**src/usbrw_map.vh**
```
// Register offsets, field positions, reset values and timing for the resume/wake block
`ifndef USBRW_MAP_VH
`define USBRW_MAP_VH

// ==========================================
// Register offsets (byte addresses)
`define USBRW_CTRL_OFS 8'h00
`define USBRW_STATUS_OFS 8'h04
`define USBRW_MASK_OFS 8'h08
`define USBRW_STATE_OFS 8'h0C

// ==========================================
// Control fields
`define USBRW_CTRL_ENABLE_BIT 0
`define USBRW_CTRL_CLKGATE_BIT 1
`define USBRW_CTRL_PLLRUN_BIT 2
`define USBRW_CTRL_RESET 3'h0

// ==========================================
// Status and mask fields
`define USBRW_EVT_SUSPEND_BIT 0
`define USBRW_EVT_WAKE_BIT 1
`define USBRW_STATUS_RESET 2'h0
`define USBRW_MASK_RESET 2'h0

// ==========================================
// State fields
`define USBRW_STATE_SUSP_BIT 0
`define USBRW_STATE_RESUME_BIT 1
`define USBRW_STATE_IDLE_BIT 2

// ==========================================
// Timing
`define USBRW_PCLK_KHZ 40000
`define USBRW_SUSP_TIME_US 3000
`define USBRW_SUSP_CYCLES ((`USBRW_SUSP_TIME_US * `USBRW_PCLK_KHZ) / 1000)

`endif

```
**src/usbrw_sync.v**
```verilog
// Two-flop synchroniser for one asynchronous pin
module usbrw_sync (
  pclk,
  presetn,
  async_in,
  sync_out
);
  parameter RESET_VAL = 1'b0;
  input wire pclk;
  input wire presetn;
  input wire async_in;
  output wire sync_out;

  reg meta_r;
  reg sync_r;

  // ==========================================
  // First flop feeds only the second
  always @(posedge pclk or negedge presetn) begin
    if (!presetn) begin
      meta_r <= RESET_VAL;
      sync_r <= RESET_VAL;
    end else begin
      meta_r <= async_in;
      sync_r <= meta_r;
    end
  end

  assign sync_out = sync_r;
endmodule

```
**src/usbrw_idle_det.v**
```verilog
// Counter that pulses once when the bus has stayed idle long enough
module usbrw_idle_det (
  pclk,
  presetn,
  arm,
  line_idle,
  hit
);
  parameter CYCLES = 120000;
  parameter CW = 20;
  input wire pclk;
  input wire presetn;
  input wire arm;
  input wire line_idle;
  output reg hit;

  localparam integer LAST_I = CYCLES - 1;
  localparam [CW-1:0] LAST = LAST_I[CW-1:0];

  reg [CW-1:0] cnt_r;
  reg [CW-1:0] cnt_nxt;
  reg done_r;

  // ==========================================
  // Count idle cycles; any activity restarts
  always @* begin
    cnt_nxt = cnt_r;
    if (!arm || !line_idle) begin
      cnt_nxt = {CW{1'b0}};
    end else if (cnt_r != LAST) begin
      cnt_nxt = cnt_r + {{(CW-1){1'b0}}, 1'b1};
    end
  end

  // One pulse per idle stretch, not one per cycle
  always @(posedge pclk or negedge presetn) begin
    if (!presetn) begin
      cnt_r <= {CW{1'b0}};
      done_r <= 1'b0;
      hit <= 1'b0;
    end else begin
      cnt_r <= cnt_nxt;
      hit <= arm && line_idle && (cnt_r == LAST) && !done_r;
      if (!arm || !line_idle) begin
        done_r <= 1'b0;
      end else if (cnt_r == LAST) begin
        done_r <= 1'b1;
      end
    end
  end
endmodule

```
**src/usbrw_top.v**
```verilog
// Suspend detection, resume wake-up and clock gating of the USB controller, APB slave
// ==========================================
//
// The APB slave port and the register offsets were chosen for this implementation.
`include "usbrw_map.vh"

module usbrw_top (
  pclk,
  presetn,
  psel,
  penable,
  pwrite,
  paddr,
  pwdata,
  prdata,
  pready,
  pslverr,
  usb_dp,
  usb_dm,
  pll_locked,
  irq,
  usb_clk_run,
  pll_run,
  usb_active,
  suspend_state
);
  parameter SUSP_CYCLES = `USBRW_SUSP_CYCLES;
  parameter CNT_W = 20;

  input wire pclk;
  input wire presetn;
  input wire psel;
  input wire penable;
  input wire pwrite;
  input wire [7:0] paddr;
  input wire [31:0] pwdata;
  output reg [31:0] prdata;
  output wire pready;
  output reg pslverr;
  input wire usb_dp;
  input wire usb_dm;
  input wire pll_locked;
  output wire irq;
  output wire usb_clk_run;
  output wire pll_run;
  output wire usb_active;
  output wire suspend_state;

  // ==========================================
  // Pin synchronisers
  wire dp_s;
  wire dm_s;
  wire lock_s;

  usbrw_sync #(.RESET_VAL(1'b1)) u_sync_dp (
    .pclk(pclk),
    .presetn(presetn),
    .async_in(usb_dp),
    .sync_out(dp_s)
  );

  usbrw_sync #(.RESET_VAL(1'b0)) u_sync_dm (
    .pclk(pclk),
    .presetn(presetn),
    .async_in(usb_dm),
    .sync_out(dm_s)
  );

  usbrw_sync #(.RESET_VAL(1'b0)) u_sync_lock (
    .pclk(pclk),
    .presetn(presetn),
    .async_in(pll_locked),
    .sync_out(lock_s)
  );

  // Full-speed idle is the J state
  wire line_idle;
  assign line_idle = dp_s & ~dm_s;

  // ==========================================
  // Register state
  reg usb_enable_r;
  reg suspend_clock_gate_r;
  reg pll_run_enable_r;
  reg suspend_event_flag_r;
  reg cpu_wake_event_flag_r;
  reg [1:0] event_mask_r;
  reg resume_wake_flag_r;
  reg suspended_r;

  reg suspended_nxt;
  reg resume_wake_nxt;
  reg susp_flag_nxt;
  reg wake_flag_nxt;

  // ==========================================
  // APB decode
  wire wr_en;
  wire rd_setup;
  wire hit_ctrl;
  wire hit_status;
  wire hit_mask;
  wire hit_state;
  wire hit_any;

  // One comparator shape for every register slot
  function usbrw_addr_hit;
    input [7:0] addr;
    input [7:0] ofs;
    begin
      usbrw_addr_hit = (addr == ofs);
    end
  endfunction

  assign wr_en = psel & penable & pwrite;
  assign rd_setup = psel & ~penable & ~pwrite;
  assign hit_ctrl = usbrw_addr_hit(paddr, `USBRW_CTRL_OFS);
  assign hit_status = usbrw_addr_hit(paddr, `USBRW_STATUS_OFS);
  assign hit_mask = usbrw_addr_hit(paddr, `USBRW_MASK_OFS);
  assign hit_state = usbrw_addr_hit(paddr, `USBRW_STATE_OFS);
  assign hit_any = hit_ctrl | hit_status | hit_mask | hit_state;

  // Zero wait states keep the slave simple
  assign pready = 1'b1;

  // ==========================================
  // Suspend detection
  wire idle_hit;

  // Counter held off while suspended, so no repeat detect
  usbrw_idle_det #(
    .CYCLES(SUSP_CYCLES),
    .CW(CNT_W)
  ) u_idle (
    .pclk(pclk),
    .presetn(presetn),
    .arm(usb_enable_r & ~suspended_r),
    .line_idle(line_idle),
    .hit(idle_hit)
  );

  // Resume seen while suspended; pclk is never gated
  wire resume_hit;
  assign resume_hit = suspended_r & ~line_idle;

  // ==========================================
  // Sticky event flags, write one to clear
  wire clr_susp;
  wire clr_wake;
  assign clr_susp = wr_en & hit_status & pwdata[`USBRW_EVT_SUSPEND_BIT];
  assign clr_wake = wr_en & hit_status & pwdata[`USBRW_EVT_WAKE_BIT];

  always @* begin
    susp_flag_nxt = suspend_event_flag_r;
    if (clr_susp) begin
      susp_flag_nxt = 1'b0;
    end
    // Set wins over a clear in the same cycle
    if (idle_hit) begin
      susp_flag_nxt = 1'b1;
    end
  end

  always @* begin
    wake_flag_nxt = cpu_wake_event_flag_r;
    if (clr_wake) begin
      wake_flag_nxt = 1'b0;
    end
    if (resume_hit) begin
      wake_flag_nxt = 1'b1;
    end
  end

  // ==========================================
  // Suspend state
  always @* begin
    suspended_nxt = suspended_r;
    resume_wake_nxt = resume_wake_flag_r;
    if (!usb_enable_r) begin
      suspended_nxt = 1'b0;
      resume_wake_nxt = 1'b0;
    end else if (idle_hit) begin
      suspended_nxt = 1'b1;
    end else if (suspended_r) begin
      if (resume_hit) begin
        resume_wake_nxt = 1'b1;
      end
      // Leave only once resumed and the suspend flag is clear
      if (resume_wake_flag_r && !suspend_event_flag_r) begin
        suspended_nxt = 1'b0;
        resume_wake_nxt = 1'b0;
      end
    end
  end

  always @(posedge pclk or negedge presetn) begin
    if (!presetn) begin
      suspend_event_flag_r <= 1'b0;
      cpu_wake_event_flag_r <= 1'b0;
      suspended_r <= 1'b0;
      resume_wake_flag_r <= 1'b0;
    end else begin
      suspend_event_flag_r <= susp_flag_nxt;
      cpu_wake_event_flag_r <= wake_flag_nxt;
      suspended_r <= suspended_nxt;
      resume_wake_flag_r <= resume_wake_nxt;
    end
  end

  // ==========================================
  // Control and mask registers
  always @(posedge pclk or negedge presetn) begin
    if (!presetn) begin
      usb_enable_r <= 1'b0;
      suspend_clock_gate_r <= 1'b0;
      pll_run_enable_r <= 1'b0;
      event_mask_r <= `USBRW_MASK_RESET;
    end else if (wr_en) begin
      if (hit_ctrl) begin
        usb_enable_r <= pwdata[`USBRW_CTRL_ENABLE_BIT];
        suspend_clock_gate_r <= pwdata[`USBRW_CTRL_CLKGATE_BIT];
        pll_run_enable_r <= pwdata[`USBRW_CTRL_PLLRUN_BIT];
      end else if (hit_mask) begin
        event_mask_r <= pwdata[1:0];
      end
    end
  end

  // ==========================================
  // Register images as software sees them
  wire [31:0] ctrl_word;
  wire [31:0] status_word;
  wire [31:0] mask_word;
  wire [31:0] state_word;
  wire [31:0] rd_word;

  assign ctrl_word = {29'h0, pll_run_enable_r, suspend_clock_gate_r, usb_enable_r};
  assign status_word = {30'h0, cpu_wake_event_flag_r, suspend_event_flag_r};
  assign mask_word = {30'h0, event_mask_r};
  // Raw line state lets firmware tell a stuck bus from a resume
  assign state_word = {29'h0, line_idle, resume_wake_flag_r, suspended_r};

  // Unmapped slots read zero, so a probe never sees stale data
  function [31:0] usbrw_rd_sel;
    input [3:0] hits;
    input [31:0] ctrl_w;
    input [31:0] status_w;
    input [31:0] mask_w;
    input [31:0] state_w;
    begin
      if (hits[0]) begin
        usbrw_rd_sel = ctrl_w;
      end else if (hits[1]) begin
        usbrw_rd_sel = status_w;
      end else if (hits[2]) begin
        usbrw_rd_sel = mask_w;
      end else if (hits[3]) begin
        usbrw_rd_sel = state_w;
      end else begin
        usbrw_rd_sel = 32'h00000000;
      end
    end
  endfunction

  assign rd_word = usbrw_rd_sel({hit_state, hit_mask, hit_status, hit_ctrl},
    ctrl_word, status_word, mask_word, state_word);

  // ==========================================
  // Read data and error, captured in setup
  always @(posedge pclk or negedge presetn) begin
    if (!presetn) begin
      prdata <= 32'h00000000;
      pslverr <= 1'b0;
    end else begin
      pslverr <= psel & ~penable & ~hit_any;
      if (rd_setup) begin
        prdata <= rd_word;
      end
    end
  end

  // ==========================================
  // Interrupt and clock outputs
  wire [1:0] evt_vec;
  assign evt_vec = {cpu_wake_event_flag_r, suspend_event_flag_r};

  // Level output, asynchronous to any gated clock
  assign irq = |(evt_vec & event_mask_r);

  // 48 MHz reaches the controller only when ungated and locked
  assign usb_clk_run = usb_enable_r & ~suspend_clock_gate_r & lock_s;

  // PLL cannot stop before the gate is set
  assign pll_run = pll_run_enable_r | ~suspend_clock_gate_r;

  assign usb_active = usb_enable_r & ~suspended_r;
  assign suspend_state = suspended_r;
endmodule

```
**config.mk**
```make
export PLATFORM = sky130hd
export DESIGN_NAME = usbrw_top
export DESIGN_NICKNAME = d
export VERILOG_FILES = /design/src/usbrw_sync.v /design/src/usbrw_idle_det.v /design/src/usbrw_top.v
export VERILOG_INCLUDE_DIRS = /design/src
export SDC_FILE = /design/constraint.sdc
export NUM_CORES = 1
export LEC_CHECK = 0
export ABC_AREA = 1
export BUFFER_PORTS_ARGS = -buffer_cell sky130_fd_sc_hd__buf_2
export CAP_MARGIN = 20
export CORE_MARGIN = 2
export CORE_UTILIZATION = 53
export DETAILED_ROUTE_END_ITERATION = 8
export HOLD_SLACK_MARGIN = 0.02
export PLACE_DENSITY = 0.84
export SYNTH_ARGS = -nofsm -noshare
export SYNTH_HDL_FRONTEND = slang
export SYNTH_SLANG_ARGS = --single-unit
```
**constraint.sdc**
```tcl
create_clock -name pclk -period 4.2 [get_ports pclk]
set_clock_uncertainty 0.15 [all_clocks]
set_input_delay 0.84 -clock pclk [delete_from_list [all_inputs] [get_ports pclk]]
set_output_delay 0.84 -clock pclk [all_outputs]
set_load 0.1 [all_outputs]
```
## Yosys cells after proc, flatten, opt, wreduce, memory -nomap -nowiden

Cells that the tools add are included.

- $add $sub $neg: 1
- Eq/ne operators: 8
- Multiplexer cells: 21
- Bitwise gates (word level): 26
- Reductions and logical operators: 18

Operators by type and width:

| operator | count |
|---|---|
| $mux W20 | 2 |
| $add A20 B1 Y20 const B | 1 |
| $eq A20 B17 Y1 const B | 1 |
| $ne A20 B17 Y1 const B | 1 |
| $eq A8 B4 Y1 const B | 2 |
| $mux W1 | 15 |
| $and A1 B1 Y1 | 13 |
| $mux W3 | 4 |
| $eq A8 B3 Y1 const B | 1 |
| $logic_not A8 Y1 | 1 |
| $not A1 Y1 | 8 |
| $reduce_bool A2 Y1 | 4 |
| $reduce_and A3 Y1 | 2 |
| $logic_and A1 B1 Y1 | 4 |
| $logic_not A1 Y1 | 4 |
| $or A1 B1 Y1 | 4 |
| $ne A3 B1 Y1 const B | 1 |
| $and A2 B2 Y2 | 1 |
| $ne A2 B1 Y1 const B | 1 |
| $ne A2 B2 Y1 const B | 1 |
| $reduce_and A2 Y1 | 1 |
| $reduce_or A2 Y1 | 1 |
| $logic_or A1 B1 Y1 | 1 |

- Flip-flop bits (word level): 70
- Bits of input ports: 48
- Output and inout bits: 39
- Logic and storage cells: 93

## Logic depth before layout (Yosys ltp)

- Depth after elaboration: 9
- Depth in mapped cells: 9
- Mapped depth without buffers: 9

## Hierarchy

From an unflattened synthesis, not the netlist that was laid out.

- Cells, all modules: 348
- Area, all modules: 2570.0 µm²

Modules (own cells, without submodules):

| module | times used | cells each | area each (µm²) |
|---|---|---|---|
| usbrw_idle_det | 1 | 202 | 1406.3 |
| usbrw_top | 1 | 140 | 1011.0 |
| usbrw_sync at u_sync_dm ... | 2 | 2 | 50.0 |
| usbrw_sync at u_sync_dp | 1 | 2 | 52.6 |

## Least setup slack after synthesis

No wires, ideal clock.

- Path kind: reg2out
- From: reg usb_enable_r
- To: out usb_clk_run
- Arrival time: 1.717 ns
- Setup slack: 1.493 ns
- Cell stages (with the launch flop): 3
- Path buffers: 0
- Cells stage by stage: dfrtp_1 nand2_1 nor2_1

- Longest elaborated chain between the ends: 2

RTL lines:

| element | RTL line | source |
|---|---|---|
| from (decl) | usbrw_top.v:82 | `reg usb_enable_r;` |
| from (signal assigned) | usbrw_top.v:220 | `` usb_enable_r <= pwdata[`USBRW_CTRL_ENABLE_BIT]; `` |
| $and A1 B1 Y1 (2 in series) | usbrw_top.v:291 | `assign usb_clk_run = usb_enable_r & ~suspend_clock_gate_r & lock_s;` |
| to (decl) | usbrw_top.v:44 | `output wire usb_clk_run;` |

Every way passes these cells.

## Worst setup path in the final report

Ends and elaborated chain as after synthesis.

==> impl_metrics.tcl <==
set metrics [dict create \
    cp.required_ns 3.21 \
    syn_area_sq_um 2350 \
    cts_buffer_depth 2 \
    path_max_fanout 6 \
    cts_sinks 41 \
    slowest_stage "dfrtp_1" \
    grt_pass1_vias 1707 \
    ant_nets 0 \
    drtIter0Drc 107 \
    viasPerCell 4.89 \
    power_density_nw_per_um2 334 \
    slew_violations 0 \
    cpPeakStageDelay_ns 0.46 \
    grt.total_usage_pct 18.6 \
    worstPathArrival_ns 1.37 \
    final_nets 385 \
    fmax_mhz 424 \
    cts_inserted_buffers 5 \
    grt_max_degree 42 \
    cts_hold_buffers 0 \
    die-area_sq_um 4980 \
    syn_area_per_cell_sq_um 7.70 \
    r2r_slack_ns 2.20 \
    clkLatencyLatePin_ns 0.29 \
    die_w_um 70.6 \
    grt_pass1_wl_mm 7.32 \
    io_pins 87 \
    critPathKind "register to primary output" \
    max_slew_margin_pct 40.9 \
    synth.yosys.seq_area_share_pct 43.8 \
    endpoint_kind "primary output" \
    hold_class "register to register" \
    rsz0062_at_grt "no" \
    drive_gt1_share_pct 15.5 \
    startpoint_type "register" \
    ir_drop_mv 0.174 \
    cts_tree "done" \
    fin_crit_ns 2.36 \
    path_cells "nand2_1 > nor2_1 > buf_2" \
    leakage_nw 1.31 \
    ys_ff_latch 41 \
    drc 0 \
    finalHoldViolations 0 \
    cts_setup_buffers 0 \
    max_flop_register "u_idle.cnt_r" \
    num_antenna_cells 0 \
    io_buffers 27 \
    htree_levels 2 \
    antenna_found_initial 0 \
    top_regs "u_idle.cnt_r: 20 flops, prdata: 3 flops, event_mask_r: 2 flops" \
    vias 1896 \
    p_total_uw 836 \
    drt_first_pass_iters 4 \
    synth.distinct_cells 32 \
    core_area_sq_um 4320 \
    syn2layout_area_growth_pct 6.60 \
    rows 24 \
    maxCapViolations 0 \
    gr-total-overflow 0 \
    dieHeight_um 70.6 \
    syn_inst 305 \
    start_util_pct 54.3 \
    wl_mm 4.36 \
    largest_register_ffs 20 \
    finalSetupViolCount 0 \
    wl_per_cell_um 11.2 \
    tns_ns 0 \
    gp_congestion 0.891 \
    post_cts_resized 0 \
    hpwl_mm 3.24 \
    worstMarginPinSlew_ns 0.886 \
    yosys_warnings 0 \
    clk_pin_slew_ns 0.07 \
    clock-root-buffer "clkbuf_8" \
    outcome "complete, no violations" \
    finalCritPeriodShare_pct 56.1 \
]
-- synthesized netlist by cell type, drive strengths merged --
cell	count	share of area, %
a2bb2oi	2	0.75
nand4	8	2.1
xor2	2	0.75
conb	2	0.32
a22o	1	0.37
o21bai	1	0.32
and2	1	0.27
nor3	7	2.0
a21oi	7	1.5
buf	31	10
nor2	51	9.0
dfstp	2	2.2
nand3	25	5.5
o211ai	1	0.32
clkinv	1	0.16
inv	34	5.4
nand3b	1	0.32
o21ai	10	2.1
dfrtp	39	42
or2	3	0.80
xnor2	2	0.75
o22ai	1	0.27
nand2	72	13
ha	1	0.53
-- where the power goes --
group | switching [mW] | leakage [nW] | total [mW] | internal [mW]
Combinational | 0.159 | 0.732 | 0.172 | 0.0134
Sequential | 0.00332 | 0.538 | 0.405 | 0.402
Clock | 0.128 | 0.0443 | 0.258 | 0.130
-- cell families after synthesis --
family                   count (synthesis)  synth area share [%]
AND/OR/NAND/NOR                        168                  32.6
XOR/XNOR                                 4                  1.49
flip-flops                              41                  43.8
AO/OA/AOI/OAI                           23                  5.64
other                                    2                 0.320
adder cells (fa/ha/maj)                  1                 0.532
buffers and inverters                   66                  15.7
-- cells in the final DEF, fill, tap and decap left out, types with 6 or more instances in the layout --
master    netlist  layout
nand4_1         8       8
conb_1          2      30
o21ai_0        10      10
nand2_1        66      66
dfrtp_1        39      39
nand3_1        24      24
a21oi_1         7       7
clkbuf_8        0       6
inv_1          32      32
buf_2           0      27
nor2_1         47      47
nor3_1          6       6
-- critical path: cells and delay by family, from the launching register on --
family                 cells  cell delay [ns]
buffers and inverters      1             0.43
and+or+nand+nor            2             0.18
DFF                        1             0.46
-- per-layer routing --
metal | track usage (%) | wire [um] | vias to the layer above
met1 | 24.4 | 1940 | 872
met4 | 8.60 | 99 | 0
li1 | - | - | 962
met3 | 4.84 | 272 | 10
met5 | 0 | 0 | -
met2 | 29.2 | 2050 | 52
-- layout make-up --
cell class / count / area (sq um)
Inverter: 35 / 131
Timing Repair Buffer: 27 / 135
Tap cell: 52 / 65.1
Sequential cell: 41 / 1030
Clock buffer: 7 / 86.3
Multi-Input combinational cell: 226 / 1060
Fill cell: 403 / 1820
-- through the flow --
stage	area (sq um)	setup slack, ns	hold WS, ns	instances	util (%)
after global placement	2420	2.08	0.184	381	55.9
after detailed placement	2420	2.07	0.192	381	55.9
after global routing	2500	1.77	0.211	388	57.9
after floorplan	2450	1.49	0.181	333	-
final	2500	1.84	0.205	388	57.9
after CTS	2500	1.84	0.208	388	57.9
-- final timing paths --
check / to / start / cells after the start
worst min-delay path: u_sync_dm.sync_out$_DFF_PN0_ / u_sync_dm.meta_r$_DFF_PN0_ / 0
max in group asynchronous: u_idle.cnt_r[1]$_DFFE_PN0P_ / presetn / 1
min in group asynchronous: event_mask_r[1]$_DFFE_PN0P_ / presetn / 1
worst min register to register: u_sync_dm.sync_out$_DFF_PN0_ / u_sync_dm.meta_r$_DFF_PN0_ / 0
worst max-delay path: usb_clk_run / usb_enable_r$_DFFE_PN0P_ / 3
worst max register to register: u_idle.cnt_r[0]$_DFFE_PN0P_ / u_sync_dp.sync_out$_DFF_PN1_ / 7
Note: power is estimated with default switching activity, not from simulation.
